==> config.mk <==
export PLATFORM = sky130hd
export DESIGN_NAME = output_clip_limiter
export DESIGN_NICKNAME = d
export VERILOG_FILES = /design/src/rtl/output_clip_pkg.sv /design/src/rtl/clip_compare.sv /design/src/rtl/power_on_clock.sv /design/src/rtl/output_clip_limiter.sv
export VERILOG_INCLUDE_DIRS = /design/src /design/src/rtl
export SDC_FILE = /design/constraint.sdc
export NUM_CORES = 1
export LEC_CHECK = 0
export ABC_CLOCK_PERIOD_IN_PS = 2900
export BUFFER_PORTS_ARGS = -buffer_cell sky130_fd_sc_hd__buf_2
export CAP_MARGIN = 20
export CORE_UTILIZATION = 40
export CTS_CLUSTER_DIAMETER = 40
export DETAILED_ROUTE_END_ITERATION = 10
export HOLD_SLACK_MARGIN = 0.12
export PLACE_DENSITY = 0.69
export SLEW_MARGIN = 20
export SYNTH_ARGS = -nofsm -noshare
export SYNTH_HDL_FRONTEND = slang
export SYNTH_SLANG_ARGS = --single-unit
==> constraint.sdc <==
create_clock -name sys_clk -period 2.9 [get_ports sys_clk]
set_clock_uncertainty 0.2 [all_clocks]
set_input_delay 0.145 -clock sys_clk [delete_from_list [all_inputs] [get_ports sys_clk]]
set_output_delay 0.145 -clock sys_clk [all_outputs]
set_load 0.005 [all_outputs]
==> src/rtl/output_clip_regs.svh <==
// Register offsets, field positions, reset values and timing counts of the clip limiter
`ifndef OUTPUT_CLIP_REGS_SVH
`define OUTPUT_CLIP_REGS_SVH

// ----------------------------------------------------------------------
// Register byte offsets
// ----------------------------------------------------------------------
`define REG_CLIP_LIMITS 8'h00
`define REG_OUT_CONFIG 8'h04
`define REG_STATUS 8'h08
`define REG_THRESHOLDS 8'h0C

// ----------------------------------------------------------------------
// Field positions
// ----------------------------------------------------------------------
`define CLIP_UP_LSB 0
`define CLIP_LOW_LSB 8
`define CFG_MODE_LSB 0
`define CFG_DIAG_LSB 2
`define CFG_SETPOINT_BIT 5
`define CFG_TRIM_LSB 8
`define DIAG_SHORT_EN_BIT 0
`define STAT_CLIP_HI_BIT 16
`define STAT_CLIP_LO_BIT 17
`define STAT_RUN_BIT 18
`define STAT_PEND_BIT 19
`define THR_LOW_LSB 16

// ----------------------------------------------------------------------
// Reset values
// ----------------------------------------------------------------------
`define RST_UP_LIM 7'h7F
`define RST_LOW_LIM 7'h00
`define RST_MODE 2'h0
`define RST_DIAG 3'h1
`define RST_SETPOINT 1'b0
`define RST_TRIM 4'h0

// ----------------------------------------------------------------------
// Threshold padding, trim ordering and timing
// ----------------------------------------------------------------------
`define UP_LEAD 2'h3
`define UP_TAIL 5'h1F
`define LOW_LEAD 2'h0
`define LOW_TAIL 5'h00
`define TRIM_ORDER_XOR 4'h7
`define SYS_CLK_KHZ 200000
`define OSC_FREQ_KHZ 512
`define OSC_TICK_CYCLES (`SYS_CLK_KHZ / `OSC_FREQ_KHZ)

`endif

==> src/rtl/output_clip_pkg.sv <==
// Types shared by the clip limiter modules
package output_clip_pkg;

  typedef enum logic [1:0] {
    MODE_RATIOMETRIC = 2'b00,
    MODE_ABSOLUTE = 2'b01,
    MODE_ZERO_TO_ONE_V = 2'b10,
    MODE_DIGITAL = 2'b11
  } out_mode_t;

  typedef enum logic [1:0] {
    PWR_HOLD = 2'b00,
    PWR_RUN = 2'b01
  } pwr_state_t;

endpackage : output_clip_pkg

==> src/rtl/clip_compare.sv <==
// Threshold assembly and unsigned clip of the corrected bridge value
`timescale 1ns/10ps
`default_nettype none
`include "output_clip_regs.svh"

module clip_compare (
  // Limits
  input wire logic [6:0] up_clip_limit,
  input wire logic [6:0] low_clip_limit,
  // Value
  input wire logic [13:0] bridge_value,
  // Result
  output logic [13:0] upper_threshold,
  output logic [13:0] lower_threshold,
  output logic [13:0] clipped_value,
  output logic above_upper,
  output logic below_lower
);

  always_comb begin
    upper_threshold = {`UP_LEAD, up_clip_limit, `UP_TAIL};
    lower_threshold = {`LOW_LEAD, low_clip_limit, `LOW_TAIL};
    // Both checks run every evaluation, unsigned
    above_upper = bridge_value > upper_threshold;
    below_lower = bridge_value < lower_threshold;
    if (above_upper) begin
      clipped_value = upper_threshold;
    end else if (below_lower) begin
      clipped_value = lower_threshold;
    end else begin
      clipped_value = bridge_value;
    end
  end

endmodule : clip_compare
`default_nettype wire

==> src/rtl/power_on_clock.sv <==
// Supply-good synchroniser, reset release and internal conversion clock enable
`timescale 1ns/10ps
`default_nettype none
`include "output_clip_regs.svh"

module power_on_clock #(
  parameter int TICK_CYCLES = `OSC_TICK_CYCLES
) (
  // Clock and reset
  input wire logic sys_clk,
  input wire logic rst_b,
  // Supply comparator
  input wire logic supply_ok,
  // Status
  output logic running,
  output logic core_tick
);

  typedef struct packed {
    logic sync1;
    logic sync2;
    output_clip_pkg::pwr_state_t state;
    logic [15:0] div;
    logic tick;
  } por_state_t;

  por_state_t s_q;
  por_state_t s_d;

  always_comb begin
    s_d = s_q;
    s_d.sync1 = supply_ok;
    s_d.sync2 = s_q.sync1;
    s_d.tick = 1'b0;
    case (s_q.state)
      output_clip_pkg::PWR_HOLD: begin
        s_d.div = 16'h0000;
        if (s_q.sync2) begin
          s_d.state = output_clip_pkg::PWR_RUN;
        end
      end
      output_clip_pkg::PWR_RUN: begin
        if (!s_q.sync2) begin
          s_d.state = output_clip_pkg::PWR_HOLD;
        end else if (s_q.div == 16'(TICK_CYCLES - 1)) begin
          s_d.div = 16'h0000;
          s_d.tick = 1'b1;
        end else begin
          s_d.div = s_q.div + 16'h0001;
        end
      end
      default: s_d.state = output_clip_pkg::PWR_HOLD;
    endcase
  end

  always_ff @(posedge sys_clk) begin
    if (!rst_b) begin
      s_q <= '0;
    end else begin
      s_q <= s_d;
    end
  end

  assign running = (s_q.state == output_clip_pkg::PWR_RUN);
  assign core_tick = s_q.tick;

endmodule : power_on_clock
`default_nettype wire

==> src/rtl/output_clip_limiter.sv <==
// Output clip limiter: thresholds, clipping, output mode and reference controls
// How it works
// - The upper threshold is two ones, the 7-bit upper limit, then five ones.
// - The lower threshold is two zeros, the 7-bit lower limit, then five zeros.
// - Values above the upper threshold give it, below the lower give it, else pass.
// - The same clipped value feeds the analog converter in the three analog modes and the digital output in digital mode.
// - A 12-bit converter code is driven in ratiometric, absolute voltage and 0 to 1 V modes.
// - Output short-current limiting follows bit 0 of the 3-bit diagnostic configuration field.
// - The set-point select bit picks a coarse regulator target of 5.0 V or 5.5 V.
// - Trim codes rank from 0111 lowest, down to 0000, then 1111 down to 1000 highest.
// - In the 0 to 1 V mode the trimmed 1 V reference is the converter's high reference.
// - The trim code also finely adjusts the external regulator set point.
// - Reset releases once supply is good, then the internal clock enable starts.
// - Clock rate sets only update pacing, never the numeric output value.
`timescale 1ns/10ps
`default_nettype none
`include "output_clip_regs.svh"

module output_clip_limiter #(
  parameter int TICK_CYCLES = `OSC_TICK_CYCLES
) (
  // Clock and reset
  input wire logic sys_clk,
  input wire logic rst_b,
  // Supply comparator, asynchronous
  input wire logic supply_ok,
  // Register port
  input wire logic [7:0] reg_addr,
  input wire logic [31:0] reg_wdata,
  input wire logic reg_wr,
  input wire logic reg_rd,
  output logic [31:0] reg_rdata,
  // Corrected bridge value from signal processing
  input wire logic [13:0] bridge_value,
  input wire logic bridge_valid,
  // Output converter
  output logic [11:0] dac_code,
  output logic dac_load,
  output logic dac_href_1v,
  // Digital output value
  output logic [13:0] digital_value,
  output logic digital_valid,
  // Analog controls
  output logic short_limit_en,
  output logic regulator_target_5v5,
  output logic [3:0] reference_trim_code,
  output logic [3:0] reference_trim_rank,
  output logic [3:0] regulator_fine_rank,
  // Status
  output logic running,
  output logic core_tick
);

  // ----------------------------------------------------------------------
  // State
  // ----------------------------------------------------------------------
  typedef struct packed {
    logic [6:0] up_lim;
    logic [6:0] low_lim;
    output_clip_pkg::out_mode_t mode;
    logic [2:0] diag_cfg;
    logic setpoint_sel;
    logic [3:0] trim;
    logic [13:0] pend_val;
    logic pend;
    logic [13:0] out_val;
    logic clip_hi;
    logic clip_lo;
    logic [11:0] dac;
    logic dac_ld;
    logic [13:0] dig;
    logic dig_vld;
    logic short_en;
    logic href_1v;
    logic target_5v5;
    logic [3:0] trim_rank;
    logic [31:0] rdata;
  } lim_state_t;

  lim_state_t s_q;
  lim_state_t s_d;

  logic [13:0] upper_thr;
  logic [13:0] lower_thr;
  logic [13:0] clipped;
  logic above_upper;
  logic below_lower;
  logic run_w;
  logic tick_w;
  logic analog_mode;

  // ----------------------------------------------------------------------
  // Power-on release and conversion pacing
  // ----------------------------------------------------------------------
  power_on_clock #(
    .TICK_CYCLES(TICK_CYCLES)
  ) u_power_on_clock (
    .sys_clk(sys_clk),
    .rst_b(rst_b),
    .supply_ok(supply_ok),
    .running(run_w),
    .core_tick(tick_w)
  );

  // ----------------------------------------------------------------------
  // Clip comparison
  // ----------------------------------------------------------------------
  // Compares the held sample so the clip flags match what is emitted
  clip_compare u_clip_compare (
    .up_clip_limit(s_q.up_lim),
    .low_clip_limit(s_q.low_lim),
    .bridge_value(s_q.pend_val),
    .upper_threshold(upper_thr),
    .lower_threshold(lower_thr),
    .clipped_value(clipped),
    .above_upper(above_upper),
    .below_lower(below_lower)
  );

  assign analog_mode = (s_q.mode != output_clip_pkg::MODE_DIGITAL);

  // ----------------------------------------------------------------------
  // Next state
  // ----------------------------------------------------------------------
  always_comb begin
    s_d = s_q;
    s_d.dac_ld = 1'b0;
    s_d.dig_vld = 1'b0;
    s_d.rdata = 32'h0000_0000;

    // Register writes
    if (reg_wr) begin
      case (reg_addr)
        `REG_CLIP_LIMITS: begin
          s_d.up_lim = reg_wdata[`CLIP_UP_LSB +: 7];
          s_d.low_lim = reg_wdata[`CLIP_LOW_LSB +: 7];
        end
        `REG_OUT_CONFIG: begin
          s_d.mode = output_clip_pkg::out_mode_t'(reg_wdata[`CFG_MODE_LSB +: 2]);
          s_d.diag_cfg = reg_wdata[`CFG_DIAG_LSB +: 3];
          s_d.setpoint_sel = reg_wdata[`CFG_SETPOINT_BIT];
          s_d.trim = reg_wdata[`CFG_TRIM_LSB +: 4];
        end
        default: begin
          s_d.pend = s_q.pend;
        end
      endcase
    end

    // Register reads, data stand in the following cycle
    if (reg_rd) begin
      case (reg_addr)
        `REG_CLIP_LIMITS: begin
          s_d.rdata[`CLIP_UP_LSB +: 7] = s_q.up_lim;
          s_d.rdata[`CLIP_LOW_LSB +: 7] = s_q.low_lim;
        end
        `REG_OUT_CONFIG: begin
          s_d.rdata[`CFG_MODE_LSB +: 2] = s_q.mode;
          s_d.rdata[`CFG_DIAG_LSB +: 3] = s_q.diag_cfg;
          s_d.rdata[`CFG_SETPOINT_BIT] = s_q.setpoint_sel;
          s_d.rdata[`CFG_TRIM_LSB +: 4] = s_q.trim;
        end
        `REG_STATUS: begin
          s_d.rdata[13:0] = s_q.out_val;
          s_d.rdata[`STAT_CLIP_HI_BIT] = s_q.clip_hi;
          s_d.rdata[`STAT_CLIP_LO_BIT] = s_q.clip_lo;
          s_d.rdata[`STAT_RUN_BIT] = run_w;
          s_d.rdata[`STAT_PEND_BIT] = s_q.pend;
        end
        `REG_THRESHOLDS: begin
          s_d.rdata[13:0] = upper_thr;
          s_d.rdata[`THR_LOW_LSB +: 14] = lower_thr;
        end
        default: begin
          s_d.rdata = 32'h0000_0000;
        end
      endcase
    end

    // Capture a new sample; the newest one wins if several arrive per tick
    if (bridge_valid && run_w) begin
      s_d.pend_val = bridge_value;
      s_d.pend = 1'b1;
    end

    // Output update on the conversion tick. The tick only paces the update;
    // the emitted number depends on the sample and limits alone.
    if (tick_w && s_q.pend) begin
      s_d.pend = bridge_valid;
      s_d.out_val = clipped;
      s_d.clip_hi = above_upper;
      s_d.clip_lo = below_lower;
      if (analog_mode) begin
        s_d.dac = clipped[13:2];
        s_d.dac_ld = 1'b1;
      end else begin
        s_d.dig = clipped;
        s_d.dig_vld = 1'b1;
      end
    end

    // Losing supply drops any held sample
    if (!run_w) begin
      s_d.pend = 1'b0;
    end

    // Static analog controls, registered so they never glitch
    s_d.short_en = s_q.diag_cfg[`DIAG_SHORT_EN_BIT];
    s_d.href_1v = (s_q.mode == output_clip_pkg::MODE_ZERO_TO_ONE_V);
    s_d.target_5v5 = s_q.setpoint_sel;
    s_d.trim_rank = s_q.trim ^ `TRIM_ORDER_XOR;
  end

  // ----------------------------------------------------------------------
  // State register
  // ----------------------------------------------------------------------
  always_ff @(posedge sys_clk) begin
    if (!rst_b) begin
      s_q <= '0;
      s_q.up_lim <= `RST_UP_LIM;
      s_q.low_lim <= `RST_LOW_LIM;
      s_q.mode <= output_clip_pkg::out_mode_t'(`RST_MODE);
      s_q.diag_cfg <= `RST_DIAG;
      s_q.setpoint_sel <= `RST_SETPOINT;
      s_q.trim <= `RST_TRIM;
      s_q.short_en <= ((`RST_DIAG >> `DIAG_SHORT_EN_BIT) & 3'h1) != 3'h0;
      s_q.trim_rank <= `RST_TRIM ^ `TRIM_ORDER_XOR;
    end else begin
      s_q <= s_d;
    end
  end

  // ----------------------------------------------------------------------
  // Outputs
  // ----------------------------------------------------------------------
  assign reg_rdata = s_q.rdata;
  assign dac_code = s_q.dac;
  assign dac_load = s_q.dac_ld;
  assign dac_href_1v = s_q.href_1v;
  assign digital_value = s_q.dig;
  assign digital_valid = s_q.dig_vld;
  assign short_limit_en = s_q.short_en;
  assign regulator_target_5v5 = s_q.target_5v5;
  assign reference_trim_code = s_q.trim;
  assign reference_trim_rank = s_q.trim_rank;
  // Regulator fine adjust rides on the same trim ordering as the 1 V reference
  assign regulator_fine_rank = s_q.trim_rank;
  assign running = run_w;
  assign core_tick = tick_w;

endmodule : output_clip_limiter
`default_nettype wire

==> impl_metrics.prom <==
# TYPE chip_impl_metric gauge
chip_impl_info{name="status",value="finished clean"} 1
chip_impl_metric{name="first_pass_iters",unit=""} 8
chip_impl_metric{name="detailed_place_hpwl",unit="um"} 10440
chip_impl_metric{name="vdd.ir_drop.worst",unit="mV"} 0.4066
chip_impl_metric{name="synth-simple-area-share",unit="%"} 18.49
chip_impl_metric{name="layoutNonFillerInstCount",unit=""} 966
chip_impl_metric{name="numClockSinks",unit=""} 136
chip_impl_metric{name="grt_start_max_net_pins",unit=""} 40
chip_impl_metric{name="worst-slew-pin-transition",unit="ns"} 0.7713
chip_impl_metric{name="cts.clk_slew.worst_paths",unit="ns"} 0.06
chip_impl_metric{name="timing_hold_violations_final",unit=""} 0
chip_impl_metric{name="static-leakage-power",unit="nW"} 3.323
chip_impl_info{name="cts_tree",value="yes"} 1
chip_impl_info{name="crit_path_top_delay_cell",value="sky130_fd_sc_hd__dlygate4sd3_1"} 1
chip_impl_metric{name="num_vias",unit=""} 4952
chip_impl_metric{name="report.final.slew_viol_count",unit=""} 0
chip_impl_metric{name="drv_cap",unit=""} 0
chip_impl_metric{name="yosys-mux-area-fraction",unit="%"} 6.699
chip_impl_metric{name="final.setup.tns",unit="ns"} 0
chip_impl_metric{name="floorplan.die_area",unit="sq um"} 15910
chip_impl_metric{name="chipHeight",unit="um"} 126.1
chip_impl_info{name="synth_top_family_by_area",value="simple AND/OR/NAND/NOR gates"} 1
chip_impl_info{name="min-delay-path-class",value="primary input to register"} 1
chip_impl_metric{name="synthToLayoutAreaGrowth",unit="%"} 22.72
chip_impl_metric{name="arrival",unit="ns"} 2.86
chip_impl_info{name="worstSetupStartpointType",value="primary input"} 1
chip_impl_metric{name="first_pass_grt_wire_length",unit="um"} 24450
chip_impl_metric{name="design.final.nets",unit=""} 842
chip_impl_metric{name="final_layout_size_suffix_gt1_share",unit="%"} 23.39
chip_impl_metric{name="rows",unit=""} 45
chip_impl_metric{name="residual_drc_count",unit=""} 0
chip_impl_info{name="holdCritStartpoint",value="reg_wr"} 1
chip_impl_info{name="critical_path.most_common_cell",value="sky130_fd_sc_hd__dlygate4sd3_1"} 1
chip_impl_metric{name="synth.top_cell.area_share",unit="%"} 44.17
chip_impl_metric{name="placed_cells",unit=""} 887
chip_impl_metric{name="asyncSetResetFlopFracSynth",unit="%"} 0
chip_impl_metric{name="register_area",unit="sq um"} 2723
chip_impl_info{name="ys_top_cells_by_area",value="sky130_fd_sc_hd__dfxtp_1 44%, sky130_fd_sc_hd__buf_4 8.5%, sky130_fd_sc_hd__nand2_1 5.1%, sky130_fd_sc_hd__mux2i_1 4.9%, sky130_fd_sc_hd__ha_1 3.2%"} 1
chip_impl_metric{name="worst_reg_to_reg_setup_slack",unit="ns"} 0.18
chip_impl_metric{name="synth_area_per_cell",unit="sq um"} 9.282
chip_impl_metric{name="setup_viol",unit=""} 0
chip_impl_metric{name="yosysUniqueCellTypes",unit=""} 52
chip_impl_info{name="worstHoldEndpoint",value="reference_trim_code[1]"} 1
chip_impl_metric{name="num-fill-cells",unit=""} 1380
chip_impl_info{name="ctsRootBufferMaster",value="sky130_fd_sc_hd__clkbuf_16"} 1
chip_impl_metric{name="routed_wirelength",unit="um"} 15350
chip_impl_metric{name="critPathRequiredTime",unit="ns"} 3.01
chip_impl_metric{name="synth_area",unit="sq um"} 6163
chip_impl_metric{name="area_fraction_in_compound_gates_after_synthesis",unit="%"} 12.77
chip_impl_info{name="synth_area_leader_cell",value="sky130_fd_sc_hd__dfxtp_1"} 1
chip_impl_metric{name="maxSlewHeadroom",unit="%"} 48.55
chip_impl_metric{name="max-clock-path-buffers",unit=""} 2
chip_impl_metric{name="diodes",unit=""} 0
chip_impl_metric{name="finalCritPeriodShare",unit="%"} 95.08
chip_impl_info{name="rr_startpoint",value="s_q[111]"} 1
chip_impl_metric{name="overflow",unit=""} 0
chip_impl_metric{name="grt_antenna_before_repair",unit=""} 0
chip_impl_metric{name="multi_input_gate_area",unit="sq um"} 2686
chip_impl_info{name="timing.critical_path.to_type",value="register"} 1
chip_impl_metric{name="synth.ff_latch_count",unit=""} 136
chip_impl_metric{name="yosys_warnings",unit=""} 0
chip_impl_metric{name="detail-route-antenna-nets",unit=""} 0
chip_impl_metric{name="boundaryPins",unit=""} 137
chip_impl_metric{name="synthXorXnorAreaFrac",unit="%"} 1.989
chip_impl_metric{name="synth-seq-area-share",unit="%"} 44.17
chip_impl_metric{name="synth-edff-count",unit=""} 0
chip_impl_metric{name="reg2regPathDepth",unit=""} 7
chip_impl_metric{name="cts_setup_buffers",unit=""} 0
chip_impl_metric{name="timing.fmax",unit="MHz"} 362.7
chip_impl_metric{name="post-layout-total-power",unit="W"} 0.004761
chip_impl_metric{name="floorplan.core_area",unit="sq um"} 15150
chip_impl_metric{name="routedWlPerCell",unit="um"} 15.89
chip_impl_metric{name="p_per_area",unit="nW/um^2"} 629.5
chip_impl_metric{name="buffer_ports.inserted",unit=""} 112
chip_impl_info{name="dominantRegCellSynth",value="sky130_fd_sc_hd__dfxtp_1"} 1
chip_impl_metric{name="die-width",unit="um"} 126.1
chip_impl_metric{name="cts-buffers-inserted",unit=""} 17
chip_impl_metric{name="grt.total_usage",unit="%"} 19.94
chip_impl_info{name="worstSetupPathType",value="primary input to register"} 1
chip_impl_info{name="rr_endpoint",value="digital_value[6]"} 1
chip_impl_metric{name="floorplan.initialDensity",unit="%"} 40.69
chip_impl_metric{name="clkLatencyLatePin",unit="ns"} 0.42
chip_impl_metric{name="worstPathMaxFanout",unit=""} 24
chip_impl_metric{name="final_period_minus_worst_setup_slack",unit="ns"} 2.757
chip_impl_metric{name="grt_pass1_vias",unit=""} 4692
chip_impl_metric{name="drt_iter0_drc",unit=""} 424
chip_impl_info{name="grt_setup_unrepaired",value="no"} 1
chip_impl_metric{name="synth_cells",unit=""} 664
chip_impl_metric{name="cts_max_level",unit=""} 4
chip_impl_metric{name="place.gp.congestion",unit=""} 0.9620
chip_impl_metric{name="hold_path_depth",unit=""} 5
chip_impl_info{name="timing.critical_path.cells",value="dlygate4sd3_1 -> buf_2 -> nand4b_1 -> buf_4 -> mux2i_1 -> dlygate4sd3_1 -> nand2_1 -> dlygate4sd3_1"} 1
chip_impl_metric{name="critical_path.max_stage_delay",unit="ns"} 0.57
chip_impl_metric{name="synth-adder-area-share",unit="%"} 3.248
chip_impl_metric{name="detail_route.vias_per_cell",unit=""} 5.126
-- cells by family (layout without fill, tap and decap cells) --
group	count (synthesis)	count (layout)
flops	136	136
simple gates	224	224
other cells	1	6
mux	35	35
fa+ha+maj	16	16
xor+xnor	14	14
buf+inv	127	236
compound gates	111	111
-- cells in the mapped netlist (6+ instances only) --
cell type / instances
sky130_fd_sc_hd__mux2i_1: 30
sky130_fd_sc_hd__xnor2_1: 7
sky130_fd_sc_hd__nand4_1: 9
sky130_fd_sc_hd__clkbuf_1: 26
sky130_fd_sc_hd__o32ai_1: 14
sky130_fd_sc_hd__inv_1: 22
sky130_fd_sc_hd__a22oi_1: 6
sky130_fd_sc_hd__nor2_1: 32
sky130_fd_sc_hd__and3_1: 9
sky130_fd_sc_hd__ha_1: 16
sky130_fd_sc_hd__nor3_1: 11
sky130_fd_sc_hd__a222oi_1: 7
sky130_fd_sc_hd__nand3_1: 10
sky130_fd_sc_hd__a21boi_0: 18
sky130_fd_sc_hd__o31ai_1: 7
sky130_fd_sc_hd__xor2_1: 7
sky130_fd_sc_hd__and2_1: 18
sky130_fd_sc_hd__a21oi_1: 21
sky130_fd_sc_hd__o21ai_0: 25
sky130_fd_sc_hd__dfxtp_1: 136
sky130_fd_sc_hd__nor2b_1: 28
sky130_fd_sc_hd__buf_4: 70
sky130_fd_sc_hd__nand2_1: 83
-- area by class of cell --
cell class	count	share of cell area, %
Clock buffer	17	5.624
Clock inverter	14	2.614
Inverter	22	1.092
Multi-Input combinational cell	406	35.52
Sequential cell	136	36.00
Tap cell	188	3.110
Timing Repair Buffer	183	16.05
-- layer usage --
| metal | wire length (um) | share of wire (%) | up-vias | track usage, % |
|---|---|---|---|---|
| met1 | 7155 | 47 | 2313 | 26.77 |
| li1 | - | - | 2427 | - |
| met5 | 0 | 0 | - | 0 |
| met2 | 6719 | 44 | 183 | 30.13 |
| met4 | 397 | 2.6 | 0 | 8.434 |
| met3 | 1080 | 7.0 | 29 | 5.353 |
-- how the worst max path moves through the flow --
stage	startpoint	to	slack, ns	cells past startpoint
global placement	s_q[111]	dac_code[4]	0.26	7
detailed placement	s_q[120]	digital_value[5]	0.23	8
finish	reg_addr[3]	s_d[38]	0.14	8
CTS	reg_addr[3]	s_d[38]	0.21	8
global route	s_q[121]	digital_value[8]	0.006	8
floorplan	s_q[114]	dac_code[6]	0.58	7
-- power by group --
part	switching (W)	internal (W)	total [W]
registers	0.0000523	0.00191	0.00196
clock network	0.000856	0.00144	0.00230
logic	0.000288	0.000219	0.000506
-- critical path: cells and delay by family --
kind / cells / cell delay [ns]
buffers and inverters: 5 / 2.26
and+or+nand+nor: 2 / 0.23
muxes: 1 / 0.22
-- registers in the layout, summed over array words and instances, names as in the netlist --
signal                      count
dac_code                       12
dac_href_1v                     1
dac_load                        1
digital_valid                   1
digital_value                  14
reference_trim_code             4
reference_trim_rank             4
reg_rdata                      26
regulator_target_5v5            1
s_d                             2
s_q                            49
short_limit_en                  1
u_power_on_clock.core_tick      1
u_power_on_clock.s_d            1
u_power_on_clock.s_q           18
-- cells in the final DEF, fill, tap and decap left out, types with 4 or more instances in the layout --
cell type	count
sky130_fd_sc_hd__and3_1	9
sky130_fd_sc_hd__o31ai_1	7
sky130_fd_sc_hd__nand4_1	9
sky130_fd_sc_hd__a22oi_1	6
sky130_fd_sc_hd__xor2_1	7
sky130_fd_sc_hd__xnor2_1	7
sky130_fd_sc_hd__inv_1	22
sky130_fd_sc_hd__nand3_1	10
sky130_fd_sc_hd__o32ai_1	14
sky130_fd_sc_hd__a21boi_0	18
sky130_fd_sc_hd__conb_1	6
sky130_fd_sc_hd__nand2_1	83
sky130_fd_sc_hd__mux2i_1	30
sky130_fd_sc_hd__bufinv_16	4
sky130_fd_sc_hd__a222oi_1	7
sky130_fd_sc_hd__dfxtp_1	136
sky130_fd_sc_hd__o21ai_0	25
sky130_fd_sc_hd__buf_2	112
sky130_fd_sc_hd__buf_4	23
sky130_fd_sc_hd__ha_1	16
sky130_fd_sc_hd__nor2_1	32
sky130_fd_sc_hd__o22ai_1	5
sky130_fd_sc_hd__nor3_1	11
sky130_fd_sc_hd__dlygate4sd3_1	48
sky130_fd_sc_hd__clkbuf_16	17
sky130_fd_sc_hd__a21oi_1	21
sky130_fd_sc_hd__mux4_2	5
sky130_fd_sc_hd__nor2b_1	28
sky130_fd_sc_hd__and2_1	18
-- timing repair --
action	4_1_cts	5_1_grt
hold buffers	48	0
endpoints found under the setup margin	0	3
resized for setup	0	1
hold endpoints to repair	82	0
-- per-stage QoR --
stage	utilization [%]	hold slack, ns	worst slack [ns]	area (sq um)
3_5_place_dp	42.64	0.1866	0.2266	6459
4_1_cts	49.93	0.1389	0.2107	7562
3_3_place_gp	42.64	0.1808	0.2571	6459
5_1_grt	49.94	0.1777	0.006060	7564
6_report	49.94	0.1518	0.1427	7564
2_1_floorplan	-	0.06243	0.5781	6182
No activity file was read; power rests on OpenSTA's default activity.
